**src/hmc_pkg.sv**
```systemverilog
// shared constants of the multiplier control block
package hmc_pkg;
   localparam int AW = 8;
   localparam int DW = 32;

   // register indices; the bus byte address is four times the index
   localparam logic [7:0] IDX_UPROD    = 8'h00;
   localparam logic [7:0] IDX_SPROD    = 8'h02;
   localparam logic [7:0] IDX_UACC     = 8'h04;
   localparam logic [7:0] IDX_SACC     = 8'h06;
   localparam logic [7:0] IDX_OP2      = 8'h08;
   localparam logic [7:0] IDX_SPLO     = 8'h0A;
   localparam logic [7:0] IDX_SPHI     = 8'h0C;
   localparam logic [7:0] IDX_UPROD_L  = 8'h10;
   localparam logic [7:0] IDX_UPROD_H  = 8'h12;
   localparam logic [7:0] IDX_SPROD_L  = 8'h14;
   localparam logic [7:0] IDX_SPROD_H  = 8'h16;
   localparam logic [7:0] IDX_UACC_L   = 8'h18;
   localparam logic [7:0] IDX_UACC_H   = 8'h1A;
   localparam logic [7:0] IDX_SACC_L   = 8'h1C;
   localparam logic [7:0] IDX_SACC_H   = 8'h1E;
   localparam logic [7:0] IDX_OP2L     = 8'h20;
   localparam logic [7:0] IDX_OP2H     = 8'h22;
   localparam logic [7:0] IDX_RW0      = 8'h24;
   localparam logic [7:0] IDX_RW1      = 8'h26;
   localparam logic [7:0] IDX_RW2      = 8'h28;
   localparam logic [7:0] IDX_RW3      = 8'h2A;
   localparam logic [7:0] IDX_CTL0     = 8'h2C;

   localparam logic [7:0] ADR_UPROD    = IDX_UPROD << 2;
   localparam logic [7:0] ADR_SPROD    = IDX_SPROD << 2;
   localparam logic [7:0] ADR_UACC     = IDX_UACC << 2;
   localparam logic [7:0] ADR_SACC     = IDX_SACC << 2;
   localparam logic [7:0] ADR_OP2      = IDX_OP2 << 2;
   localparam logic [7:0] ADR_SPLO     = IDX_SPLO << 2;
   localparam logic [7:0] ADR_SPHI     = IDX_SPHI << 2;
   localparam logic [7:0] ADR_UPROD_L  = IDX_UPROD_L << 2;
   localparam logic [7:0] ADR_UPROD_H  = IDX_UPROD_H << 2;
   localparam logic [7:0] ADR_SPROD_L  = IDX_SPROD_L << 2;
   localparam logic [7:0] ADR_SPROD_H  = IDX_SPROD_H << 2;
   localparam logic [7:0] ADR_UACC_L   = IDX_UACC_L << 2;
   localparam logic [7:0] ADR_UACC_H   = IDX_UACC_H << 2;
   localparam logic [7:0] ADR_SACC_L   = IDX_SACC_L << 2;
   localparam logic [7:0] ADR_SACC_H   = IDX_SACC_H << 2;
   localparam logic [7:0] ADR_OP2L     = IDX_OP2L << 2;
   localparam logic [7:0] ADR_OP2H     = IDX_OP2H << 2;
   localparam logic [7:0] ADR_RW0      = IDX_RW0 << 2;
   localparam logic [7:0] ADR_RW1      = IDX_RW1 << 2;
   localparam logic [7:0] ADR_RW2      = IDX_RW2 << 2;
   localparam logic [7:0] ADR_RW3      = IDX_RW3 << 2;
   localparam logic [7:0] ADR_CTL0     = IDX_CTL0 << 2;

   // control word fields
   localparam int B_CARRY = 0;
   localparam int B_FRAC  = 2;
   localparam int B_SAT   = 3;
   localparam int B_OPLO  = 4;
   localparam int B_OPHI  = 5;
   localparam int B_OP1W  = 6;
   localparam int B_OP2W  = 7;
   localparam int B_HWEN  = 8;
   localparam int B_DLY32 = 9;
   localparam logic [15:0] CTL_RST   = 16'h0000;
   localparam logic [15:0] CTL_WMASK = 16'h03FD;

   // result staging: low words ready first, then the high words
   localparam logic [2:0] LO_CYC = 3'h2;
   localparam logic [2:0] HI_CYC = 3'h4;

   localparam logic [63:0] SAT_POS_W = 64'h7FFF_FFFF_FFFF_FFFF;
   localparam logic [63:0] SAT_NEG_W = 64'h8000_0000_0000_0000;
   localparam logic [63:0] SAT_POS_S = 64'h0000_0000_7FFF_FFFF;
   localparam logic [63:0] SAT_NEG_S = 64'hFFFF_FFFF_8000_0000;

   localparam logic [1:0] RESP_OKAY   = 2'h0;
   localparam logic [1:0] RESP_SLVERR = 2'h2;

   typedef enum logic [1:0] {
      OP_UMUL = 2'h0,
      OP_SMUL = 2'h1,
      OP_UACC = 2'h2,
      OP_SACC = 2'h3
   } hmc_op_t;

   typedef enum logic [2:0] {
      WS_IDLE = 3'h1,
      WS_WAIT = 3'h2,
      WS_RESP = 3'h4
   } hmc_wst_t;
endpackage

```
**src/hmc_top.sv**
```systemverilog
`timescale 1ns/10ps
// multiplier control: register aliases, control word and held writes
// How it works
// - both names of each operand-one register reach one store, word or byte
// - short-product low and high names alias result words zero and one
// - control bits fifteen to ten and bit one always read zero
// - delay length selects waiting for all four or low two result words
// - with held writes on, every register write waits for the selected result
// - delay length and held write enable reset to zero
// - operand-two width bit picks sixteen or thirty-two bit operand two
// - operand-one width bit picks sixteen or thirty-two bit operand one
// - bits five to four pick unsigned, signed, accumulate or signed accumulate
// - bit three enables saturation, reset zero
// - bit two enables fractional results, reset zero
// - bit zero holds result carry, the extra top bit of the result
// - in saturation or fractional mode, results leave the carry untouched
// - software may write the carry and accumulation then uses it
// - control word at index 2Ch, word and byte access, high byte resets zero
module hmc_top (
   input  wire logic                    MCLK,
   input  wire logic                    RST_N,
   input  wire logic [hmc_pkg::AW-1:0]  AWADDR,
   input  wire logic                    AWVALID,
   output logic                         AWREADY,
   input  wire logic [hmc_pkg::DW-1:0]  WDATA,
   input  wire logic [3:0]              WSTRB,
   input  wire logic                    WVALID,
   output logic                         WREADY,
   output logic      [1:0]              BRESP,
   output logic                         BVALID,
   input  wire logic                    BREADY,
   input  wire logic [hmc_pkg::AW-1:0]  ARADDR,
   input  wire logic                    ARVALID,
   output logic                         ARREADY,
   output logic      [hmc_pkg::DW-1:0]  RDATA,
   output logic      [1:0]              RRESP,
   output logic                         RVALID,
   input  wire logic                    RREADY
);
   import hmc_pkg::*;

   function automatic logic [15:0] merge16(input logic [15:0] old,
                                           input logic [15:0] nw,
                                           input logic [1:0]  be);
      merge16 = {be[1] ? nw[15:8] : old[15:8], be[0] ? nw[7:0] : old[7:0]};
   endfunction

   hmc_wst_t    st_r;
   hmc_wst_t    st_nxt;
   logic        aw_have_r;
   logic        w_have_r;
   logic [7:0]  awaddr_r;
   logic [15:0] wdata_r;
   logic [1:0]  wstrb_r;
   logic [1:0]  bresp_r;
   logic        rvalid_r;
   logic [15:0] rdata_r;
   logic [1:0]  rresp_r;
   logic [15:0] ctl_r;
   logic [15:0] ctl_nxt;
   logic [31:0] op1_r;
   logic [31:0] op1_nxt;
   logic [31:0] op2_r;
   logic [31:0] op2_nxt;
   logic [63:0] res_r;
   logic [63:0] res_nxt;
   logic [63:0] u_res;
   logic        u_carry;
   logic        u_lo_load;
   logic        u_hi_load;
   logic        u_lo_ready;
   logic        u_hi_ready;

   // write address decode; both names of each register land on one store
   wire w_op1_u  = (awaddr_r == ADR_UPROD) | (awaddr_r == ADR_UPROD_L);
   wire w_op1_s  = (awaddr_r == ADR_SPROD) | (awaddr_r == ADR_SPROD_L);
   wire w_op1_ua = (awaddr_r == ADR_UACC) | (awaddr_r == ADR_UACC_L);
   wire w_op1_sa = (awaddr_r == ADR_SACC) | (awaddr_r == ADR_SACC_L);
   wire w_op1_lo = w_op1_u | w_op1_s | w_op1_ua | w_op1_sa;
   wire w_op1_hi = (awaddr_r == ADR_UPROD_H) | (awaddr_r == ADR_SPROD_H)
                 | (awaddr_r == ADR_UACC_H) | (awaddr_r == ADR_SACC_H);
   wire w_op2_16 = (awaddr_r == ADR_OP2);
   wire w_op2_lo = (awaddr_r == ADR_OP2L);
   wire w_op2_hi = (awaddr_r == ADR_OP2H);
   wire w_rw0    = (awaddr_r == ADR_RW0) | (awaddr_r == ADR_SPLO);
   wire w_rw1    = (awaddr_r == ADR_RW1) | (awaddr_r == ADR_SPHI);
   wire w_rw2    = (awaddr_r == ADR_RW2);
   wire w_rw3    = (awaddr_r == ADR_RW3);
   wire w_ctl    = (awaddr_r == ADR_CTL0);
   wire w_map    = w_op1_lo | w_op1_hi | w_op2_16 | w_op2_lo | w_op2_hi
                 | w_rw0 | w_rw1 | w_rw2 | w_rw3 | w_ctl;

   wire hwen     = ctl_r[B_HWEN];
   wire dly32    = ctl_r[B_DLY32];
   wire op1w     = ctl_r[B_OP1W];
   wire op2w     = ctl_r[B_OP2W];
   wire sel_rdy  = dly32 ? u_lo_ready : u_hi_ready;
   // hold rather than refuse, so the master never has to retry
   wire gate     = w_map & hwen & ~sel_rdy;
   wire in_wait  = (st_r == WS_WAIT);
   wire apply    = in_wait & ~gate & w_map;
   wire aw_take  = AWVALID & AWREADY;
   wire w_take   = WVALID & WREADY;
   wire ar_take  = ARVALID & ARREADY;
   wire aw_got   = aw_have_r | aw_take;
   wire w_got    = w_have_r | w_take;
   wire b_done   = (st_r == WS_RESP) & BREADY;

   // operation code implied by the operand-one name used
   wire [1:0] op_code = w_op1_s ? OP_SMUL : w_op1_ua ? OP_UACC
                      : w_op1_sa ? OP_SACC : OP_UMUL;
   wire       op_sg   = w_op1_s | w_op1_sa;
   // a low-byte write to operand one's low word is an 8-bit operand, widened by signedness
   wire [15:0] op1_lo_w = (wstrb_r == 2'h1) ? {{8{op_sg & wdata_r[7]}}, wdata_r[7:0]}
                                            : merge16(op1_r[15:0], wdata_r, wstrb_r);
   wire start = apply & (w_op2_16 | (w_op2_lo & ~op2w) | (w_op2_hi & op2w));

   // read decode, same aliasing as the write side
   wire r_op1_lo = (ARADDR == ADR_UPROD) | (ARADDR == ADR_UPROD_L) | (ARADDR == ADR_SPROD)
                 | (ARADDR == ADR_SPROD_L) | (ARADDR == ADR_UACC) | (ARADDR == ADR_UACC_L)
                 | (ARADDR == ADR_SACC) | (ARADDR == ADR_SACC_L);
   wire r_op1_hi = (ARADDR == ADR_UPROD_H) | (ARADDR == ADR_SPROD_H)
                 | (ARADDR == ADR_UACC_H) | (ARADDR == ADR_SACC_H);
   wire r_op2_lo = (ARADDR == ADR_OP2) | (ARADDR == ADR_OP2L);
   wire r_op2_hi = (ARADDR == ADR_OP2H);
   wire r_rw0    = (ARADDR == ADR_RW0) | (ARADDR == ADR_SPLO);
   wire r_rw1    = (ARADDR == ADR_RW1) | (ARADDR == ADR_SPHI);
   wire r_rw2    = (ARADDR == ADR_RW2);
   wire r_rw3    = (ARADDR == ADR_RW3);
   wire r_ctl    = (ARADDR == ADR_CTL0);
   wire r_hit    = r_op1_lo | r_op1_hi | r_op2_lo | r_op2_hi | r_rw0 | r_rw1
                 | r_rw2 | r_rw3 | r_ctl;
   wire [15:0] rd_word = r_op1_lo ? op1_r[15:0] : r_op1_hi ? op1_r[31:16]
                       : r_op2_lo ? op2_r[15:0] : r_op2_hi ? op2_r[31:16]
                       : r_rw0 ? res_r[15:0] : r_rw1 ? res_r[31:16]
                       : r_rw2 ? res_r[47:32] : r_rw3 ? res_r[63:48]
                       : r_ctl ? (ctl_r & CTL_WMASK) : 16'h0000;

   always_comb begin
      st_nxt = st_r;
      unique case (st_r)
         WS_IDLE: if (aw_got && w_got) begin
            st_nxt = WS_WAIT;
         end
         WS_WAIT: if (!gate) begin
            st_nxt = WS_RESP;
         end
         WS_RESP: if (BREADY) begin
            st_nxt = WS_IDLE;
         end
         default: st_nxt = WS_IDLE;
      endcase
   end

   always_comb begin
      ctl_nxt = ctl_r;
      if (apply && w_ctl) begin
         // reserved bits never store, so they always read back zero
         ctl_nxt = merge16(ctl_r, wdata_r, wstrb_r) & CTL_WMASK;
      end
      if (apply && w_op1_lo) begin
         ctl_nxt[B_OPHI:B_OPLO] = op_code;
      end
      // carry follows the engine only in plain modes; saturation and fractional results leave it
      if (u_hi_load && !ctl_r[B_SAT] && !ctl_r[B_FRAC]) begin
         ctl_nxt[B_CARRY] = u_carry;
      end
   end

   always_comb begin
      op1_nxt = op1_r;
      op2_nxt = op2_r;
      if (apply && w_op1_lo) begin
         op1_nxt[15:0] = op1_lo_w;
      end
      if (apply && w_op1_hi) begin
         op1_nxt[31:16] = merge16(op1_r[31:16], wdata_r, wstrb_r);
      end
      if (apply && (w_op2_16 || w_op2_lo)) begin
         op2_nxt[15:0] = merge16(op2_r[15:0], wdata_r, wstrb_r);
      end
      if (apply && w_op2_hi) begin
         op2_nxt[31:16] = merge16(op2_r[31:16], wdata_r, wstrb_r);
      end
   end

   always_comb begin
      res_nxt = res_r;
      if (apply && w_rw0) begin
         res_nxt[15:0] = merge16(res_r[15:0], wdata_r, wstrb_r);
      end
      if (apply && w_rw1) begin
         res_nxt[31:16] = merge16(res_r[31:16], wdata_r, wstrb_r);
      end
      if (apply && w_rw2) begin
         res_nxt[47:32] = merge16(res_r[47:32], wdata_r, wstrb_r);
      end
      if (apply && w_rw3) begin
         res_nxt[63:48] = merge16(res_r[63:48], wdata_r, wstrb_r);
      end
      // engine results win over a software write in the same cycle
      if (u_lo_load) begin
         res_nxt[31:0] = u_res[31:0];
      end
      if (u_hi_load) begin
         res_nxt[63:32] = u_res[63:32];
      end
   end

   always_ff @(posedge MCLK or negedge RST_N) begin
      if (!RST_N) begin
         st_r  <= WS_IDLE;
         ctl_r <= CTL_RST;
         op1_r <= 32'h0;
         op2_r <= 32'h0;
         res_r <= 64'h0;
      end else begin
         st_r  <= st_nxt;
         ctl_r <= ctl_nxt;
         op1_r <= op1_nxt;
         op2_r <= op2_nxt;
         res_r <= res_nxt;
      end
   end

   always_ff @(posedge MCLK or negedge RST_N) begin
      if (!RST_N) begin
         aw_have_r <= 1'b0;
         w_have_r  <= 1'b0;
         awaddr_r  <= 8'h00;
         wdata_r   <= 16'h0000;
         wstrb_r   <= 2'h0;
         bresp_r   <= RESP_OKAY;
      end else begin
         if (aw_take) begin
            aw_have_r <= 1'b1;
            awaddr_r  <= AWADDR;
         end else if (b_done) begin
            aw_have_r <= 1'b0;
         end
         if (w_take) begin
            w_have_r <= 1'b1;
            wdata_r  <= WDATA[15:0];
            wstrb_r  <= WSTRB[1:0];
         end else if (b_done) begin
            w_have_r <= 1'b0;
         end
         if (in_wait && !gate) begin
            bresp_r <= w_map ? RESP_OKAY : RESP_SLVERR;
         end
      end
   end

   always_ff @(posedge MCLK or negedge RST_N) begin
      if (!RST_N) begin
         rvalid_r <= 1'b0;
         rdata_r  <= 16'h0000;
         rresp_r  <= RESP_OKAY;
      end else if (ar_take) begin
         rvalid_r <= 1'b1;
         rdata_r  <= rd_word;
         rresp_r  <= r_hit ? RESP_OKAY : RESP_SLVERR;
      end else if (RREADY) begin
         rvalid_r <= 1'b0;
      end
   end

   assign AWREADY = (st_r == WS_IDLE) & ~aw_have_r;
   assign WREADY  = (st_r == WS_IDLE) & ~w_have_r;
   assign BVALID  = (st_r == WS_RESP);
   assign BRESP   = bresp_r;
   assign ARREADY = ~rvalid_r;
   assign RVALID  = rvalid_r;
   assign RDATA   = {16'h0000, rdata_r};
   assign RRESP   = rresp_r;

   hmc_mul_unit u_mul (
      .clk      (MCLK),
      .rst_n    (RST_N),
      .start    (start),
      .op1      (op1_r),
      .op2      (op2_nxt),
      .op1_wide (op1w),
      .op2_wide (op2w),
      .op       (hmc_op_t'(ctl_r[B_OPHI:B_OPLO])),
      .sat      (ctl_r[B_SAT]),
      .frac     (ctl_r[B_FRAC]),
      .acc_in   (res_r),
      .carry_in (ctl_r[B_CARRY]),
      .res      (u_res),
      .carry    (u_carry),
      .lo_load  (u_lo_load),
      .hi_load  (u_hi_load),
      .lo_ready (u_lo_ready),
      .hi_ready (u_hi_ready)
   );
endmodule

```
**src/hmc_mul_unit.sv**
```systemverilog
`timescale 1ns/10ps
// product engine with staged readiness of low and high result words
module hmc_mul_unit (
   input  wire logic            clk,
   input  wire logic            rst_n,
   input  wire logic            start,
   input  wire logic [31:0]     op1,
   input  wire logic [31:0]     op2,
   input  wire logic            op1_wide,
   input  wire logic            op2_wide,
   input  wire hmc_pkg::hmc_op_t op,
   input  wire logic            sat,
   input  wire logic            frac,
   input  wire logic [63:0]     acc_in,
   input  wire logic            carry_in,
   output logic      [63:0]     res,
   output logic                 carry,
   output logic                 lo_load,
   output logic                 hi_load,
   output logic                 lo_ready,
   output logic                 hi_ready
);
   import hmc_pkg::*;

   logic [2:0]  cnt_r;
   logic [2:0]  cnt_nxt;
   logic [63:0] res_r;
   logic [63:0] res_nxt;
   logic        carry_r;
   logic        carry_nxt;

   wire               sg   = op[0];
   wire               accu = op[1];
   wire               wide = op1_wide | op2_wide;
   wire [31:0]        a    = op1_wide ? op1 : {{16{sg & op1[15]}}, op1[15:0]};
   wire [31:0]        b    = op2_wide ? op2 : {{16{sg & op2[15]}}, op2[15:0]};
   wire signed [65:0] prod_full = $signed({sg & a[31], a}) * $signed({sg & b[31], b});
   wire [63:0]        prod = frac ? {prod_full[62:0], 1'b0} : prod_full[63:0];
   // the carry joins the accumulator as its top bit, so a restored carry is used
   wire [64:0]        sum_w = (accu ? {carry_in, acc_in} : 65'h0) + {sg & prod[63], prod};
   wire [32:0]        sum_s = (accu ? {carry_in, acc_in[31:0]} : 33'h0)
                              + {sg & prod[31], prod[31:0]};
   wire               ovf_w = sg & (sum_w[64] ^ sum_w[63]);
   wire               ovf_s = sg & (sum_s[32] ^ sum_s[31]);

   always_comb begin
      res_nxt   = res_r;
      carry_nxt = carry_r;
      cnt_nxt   = cnt_r;
      if (start) begin
         cnt_nxt = 3'h1;
         if (wide) begin
            res_nxt   = sum_w[63:0];
            carry_nxt = sum_w[64];
            if (sat && ovf_w) begin
               res_nxt = sum_w[64] ? SAT_NEG_W : SAT_POS_W;
            end
         end else begin
            res_nxt   = {{32{sg & sum_s[31]}}, sum_s[31:0]};
            carry_nxt = sum_s[32];
            if (sat && ovf_s) begin
               res_nxt = sum_s[32] ? SAT_NEG_S : SAT_POS_S;
            end
         end
      end else if (cnt_r == HI_CYC) begin
         cnt_nxt = 3'h0;
      end else if (cnt_r != 3'h0) begin
         cnt_nxt = cnt_r + 3'h1;
      end
   end

   always_ff @(posedge clk or negedge rst_n) begin
      if (!rst_n) begin
         cnt_r   <= 3'h0;
         res_r   <= 64'h0;
         carry_r <= 1'b0;
      end else begin
         cnt_r   <= cnt_nxt;
         res_r   <= res_nxt;
         carry_r <= carry_nxt;
      end
   end

   assign res      = res_r;
   assign carry    = carry_r;
   assign lo_load  = (cnt_r == LO_CYC);
   assign hi_load  = (cnt_r == HI_CYC);
   assign lo_ready = (cnt_r == 3'h0) || (cnt_r > LO_CYC);
   assign hi_ready = (cnt_r == 3'h0);
endmodule

```
**config.mk**
```make
export PLATFORM = sky130hd
export DESIGN_NAME = hmc_top
export DESIGN_NICKNAME = d
export VERILOG_FILES = /design/src/hmc_pkg.sv /design/src/hmc_top.sv /design/src/hmc_mul_unit.sv
export SDC_FILE = /design/constraint.sdc
export NUM_CORES = 2
export LEC_CHECK = 0
export ABC_AREA = 1
export BUFFER_PORTS_ARGS = -buffer_cell sky130_fd_sc_hd__buf_2
export CELL_PAD_IN_SITES_DETAIL_PLACEMENT = 1
export CELL_PAD_IN_SITES_GLOBAL_PLACEMENT = 1
export CORE_ASPECT_RATIO = 1.1
export CORE_UTILIZATION = 46
export CTS_CLUSTER_SIZE = 10
export DETAILED_ROUTE_END_ITERATION = 7
export PLACE_DENSITY_LB_ADDON = 0.1
export SLEW_MARGIN = 5
export SYNTH_ARGS = -nofsm -noshare
export SYNTH_HDL_FRONTEND = slang
export SYNTH_SLANG_ARGS = --single-unit
```
**constraint.sdc**
```tcl
create_clock -name MCLK -period 12.2 [get_ports MCLK]
set_clock_uncertainty 0.2 [all_clocks]
set_input_delay 0.61 -clock MCLK [delete_from_list [all_inputs] [get_ports MCLK]]
set_output_delay 0.61 -clock MCLK [all_outputs]
set_load 0.05 [all_outputs]
```
==> results.cfg <==
[critical_path]
reg2reg_depth = 59
cpMostUsedCell = buf_4
r2r_slack_ns = -0.24
critPathSlowestCell = fa_1
end_kind = register
critical_path.max_fanout = 16
cp-start-kind = register
r2r-start = u_mul.cnt_r[1]$_DFFE_PN0P_
r2r_end = u_mul.res[1]$_DFFE_PN0P_
cp_slowest_stage_delay_ns = 0.60
critical_path_class = register to register
arrival_ns = 12.72
cp.required_ns = 12.48

[clock_network]
cts_tree = done
cts.htree.levels = 1
clockRootBuffer = clkbuf_16
clkTransAtPathRegs_ns = 0.06
numCtsBuffers = 31
cts_sinks = 255
insertion_delay_ns = 0.63
clockBufferDepth = 3

[final_layout]
utilization = 0.565
layout_commonest_cell = nand2_1
syn2layout_area_growth_pct = 21.5
final_cell_area_um2 = 66700
nNetsFinal = 9096
layout-drive-gt1-share = 0.194
final_cell_mix = 1,562 x nand2_1, 1,485 x inv_1, 1,091 x fa_1

[global_routing]
gr-max-usage-layer = met2
met1_usage = 0.476
grt_pass1_wl_um = 350000
grt.overflow.total = 0
gr-usage-all-layers = 0.390
antenna_found_initial = 7
grt_pass1_vias = 56753
grt_max_degree = 156
grtUsageMet2 = 0.658
grt_util_met3 = 0.0575

[floorplanning]
fp.dieH_um = 364
start_util = 0.465
ios = 100
die_w_um = 331
die-area_um2 = 121000
core-area_um2 = 118000
num_rows = 132

[yosys]
synthDistinctLibCells = 63
synth_flop_cell = dfrtp_1
ys_seq_area_frac = 0.116
avgSynthCellArea_um2 = 8.04
synth_cells = 6830
synth_edf_count = 0
synth_top_area_frac = 0.411
yosys-top-cells-area = fa_1 41%, dfrtp_1 12%, nand2_1 11%
ys_seq_elements = 255
yosysWarnings = 0
synthArstFlopShare = 1.00
yosysTopAreaCell = fa_1
netlist_area_um2 = 54900

[hold_path]
hp-class = input port to register
whs_path_depth = 3
min_to = awaddr_r[0]$_DFFE_PN0P_
hold_start = AWADDR[0]

[detailed_routing]
dr_total_vias = 50489
via_per_inst = 5.50
drc = 0
final_antenna_net_count = 0
drtPass1Iterations = 5
wl_per_cell_um = 25.3
routed_wirelength_um = 232000
drt_iter0_drc = 3642

[sta]
fin_crit_ns = 12.44
rsz0062_at_grt = yes
fmax_mhz = 80.4
period_share = 1.02
maxSlewViolCount = 0
layout_setup_ws_ns = -0.242
hold_violations = 0
setup_viol = 64
worstMarginPinSlew_ns = 1.08
maxSlewHeadroom = 0.274

[place]
dp_hpwl_um = 194000
io_buffer_count = 63
gp_congestion = 0.986
dpl_cell_area_um2 = 63400

[power_and_ir_drop]
p_per_area_nw_per_um2 = 74.5
leakage_nw = 34.0
peakVddDrop_mv = 0.140

[outcome]
status = finished with violations
violations = negative setup slack

[job]
maxCapViolCount = 0
-- sequential cells by signal, summed over array words and instances (netlist names) --
signal	count
op2_r	32
wstrb_r	2
res_r	64
wdata_r	16
u_mul.res	64
w_have_r	1
st_r	3
ctl_r	9
u_mul.cnt_r	3
awaddr_r	8
op1_r	32
rdata_r	16
aw_have_r	1
u_mul.carry	1
RRESP	1
BRESP	1
RVALID	1
-- kinds of logic (layout without fill, tap and decap cells) --
logic type | Yosys count | in the layout | share of synthesized area
AO/OA/AOI/OAI | 791 | 791 | 0.0798
XOR/XNOR | 130 | 130 | 0.0207
adder cells (fa/ha/maj) | 1407 | 1407 | 0.475
buffers and inverters | 1846 | 2638 | 0.128
flip-flops | 255 | 255 | 0.116
multiplexers | 62 | 62 | 0.0127
other | 1 | 22 | 0.0000683
AND/OR/NAND/NOR | 2338 | 2341 | 0.167
-- layout make-up --
| class | instances | area, um^2 |
|---|---|---|
| antenna | 4 | 10.0 |
| clock buffer | 39 | 806 |
| clock inverter | 6 | 47.5 |
| fill | 14199 | 51400 |
| inverter | 1548 | 5840 |
| multi-input combinational | 4749 | 43100 |
| sequential | 255 | 6390 |
| tap | 1541 | 1930 |
| timing repair buffer | 1045 | 8640 |
-- worst max-delay path, delay by kind of cell, from the launching register on --
family,cells,cell delay [ns]
adders and majority gates,11,4.82
buffers and inverters,19,2.62
and+or+nand+nor,18,2.20
DFF,1,0.42
AOI/OAI and AO/OA,10,1.69
muxes,1,0.31
-- timing repair --
action,4_1_cts,5_1_grt
gates cloned,7,1
endpoints found under the setup margin,65,65
hold endpoints to repair,101,0
hold buffers,3,0
gates resized for setup,260,144
pin swaps,71,54
buffers inserted,40,21
-- worst max-delay path by stage --
stage | startpoint | to | slack [ns] | cells after the start
after global routing | u_mul.cnt_r[1]$_DFFE_PN0P_ | u_mul.res[11]$_DFFE_PN0P_ | -0.70 | 68
after CTS | awaddr_r[0]$_DFFE_PN0P_ | u_mul.res[22]$_DFFE_PN0P_ | -0.1 | 65
after global placement | awaddr_r[1]$_DFFE_PN0P_ | u_mul.res[14]$_DFFE_PN0P_ | -0.81 | 66
after floorplan | u_mul.cnt_r[0]$_DFFE_PN0P_ | u_mul.res[21]$_DFFE_PN0P_ | 0.33 | 59
final | u_mul.cnt_r[1]$_DFFE_PN0P_ | u_mul.res[1]$_DFFE_PN0P_ | -0.24 | 59
after detailed placement | u_mul.cnt_r[1]$_DFFE_PN0P_ | u_mul.res[7]$_DFFE_PN0P_ | -1.07 | 62
-- report_power, final --
part / switching, W / total [W] / internal [W]
clock: 0.000397 / 0.000856 / 0.000459
combinational: 0.00179 / 0.00278 / 0.000990
sequential: 0.000269 / 0.00133 / 0.00106
-- per-stage QoR --
step	instances	hold WS, ns	setup slack, ns	power, W	setup TNS (ns)
6_report	9187	0.00122	-0.242	0.00497	-9.94
5_1_grt	9186	0.0143	-0.697	0.00519	-38.23
4_1_cts	9161	0.000483	-0.0976	0.00486	-1.77
3_5_place_dp	9066	0.290	-1.07	0.00392	-62.86
3_3_place_gp	9066	0.275	-0.807	0.00385	-48.87
2_1_floorplan	6847	0.114	0.327	0.00257	0
-- cells in the mapped netlist (all sizes together), types with 3 or more instances --
library cell  instances
xnor2                49
xor2                 81
clkinv               23
fa                 1126
buf                  54
nor3                 19
ha                  281
o2111ai               3
o31ai                 6
o221ai                9
o21ai               319
dfrtp               254
or2                  12
a21oi               292
o21a                 12
nand2              1608
nand4                27
a21o                  6
clkbuf              244
a211oi                4
o22ai                46
a31oi                46
a2111oi               3
nand3                81
nand3b                3
inv                1525
mux2                 60
a221oi               18
o211ai                7
a21boi                9
nor4                  8
nor2                577
-- per-layer routing --
metal | vias up | routed length [um] | part of all wire
met5 | - | 38 | 0.00016
met4 | 6 | 17000 | 0.073
met3 | 661 | 15200 | 0.066
met2 | 1881 | 111000 | 0.48
met1 | 26101 | 88500 | 0.38
li1 | 21840 | - | -
(Power assumes the default switching activity.)
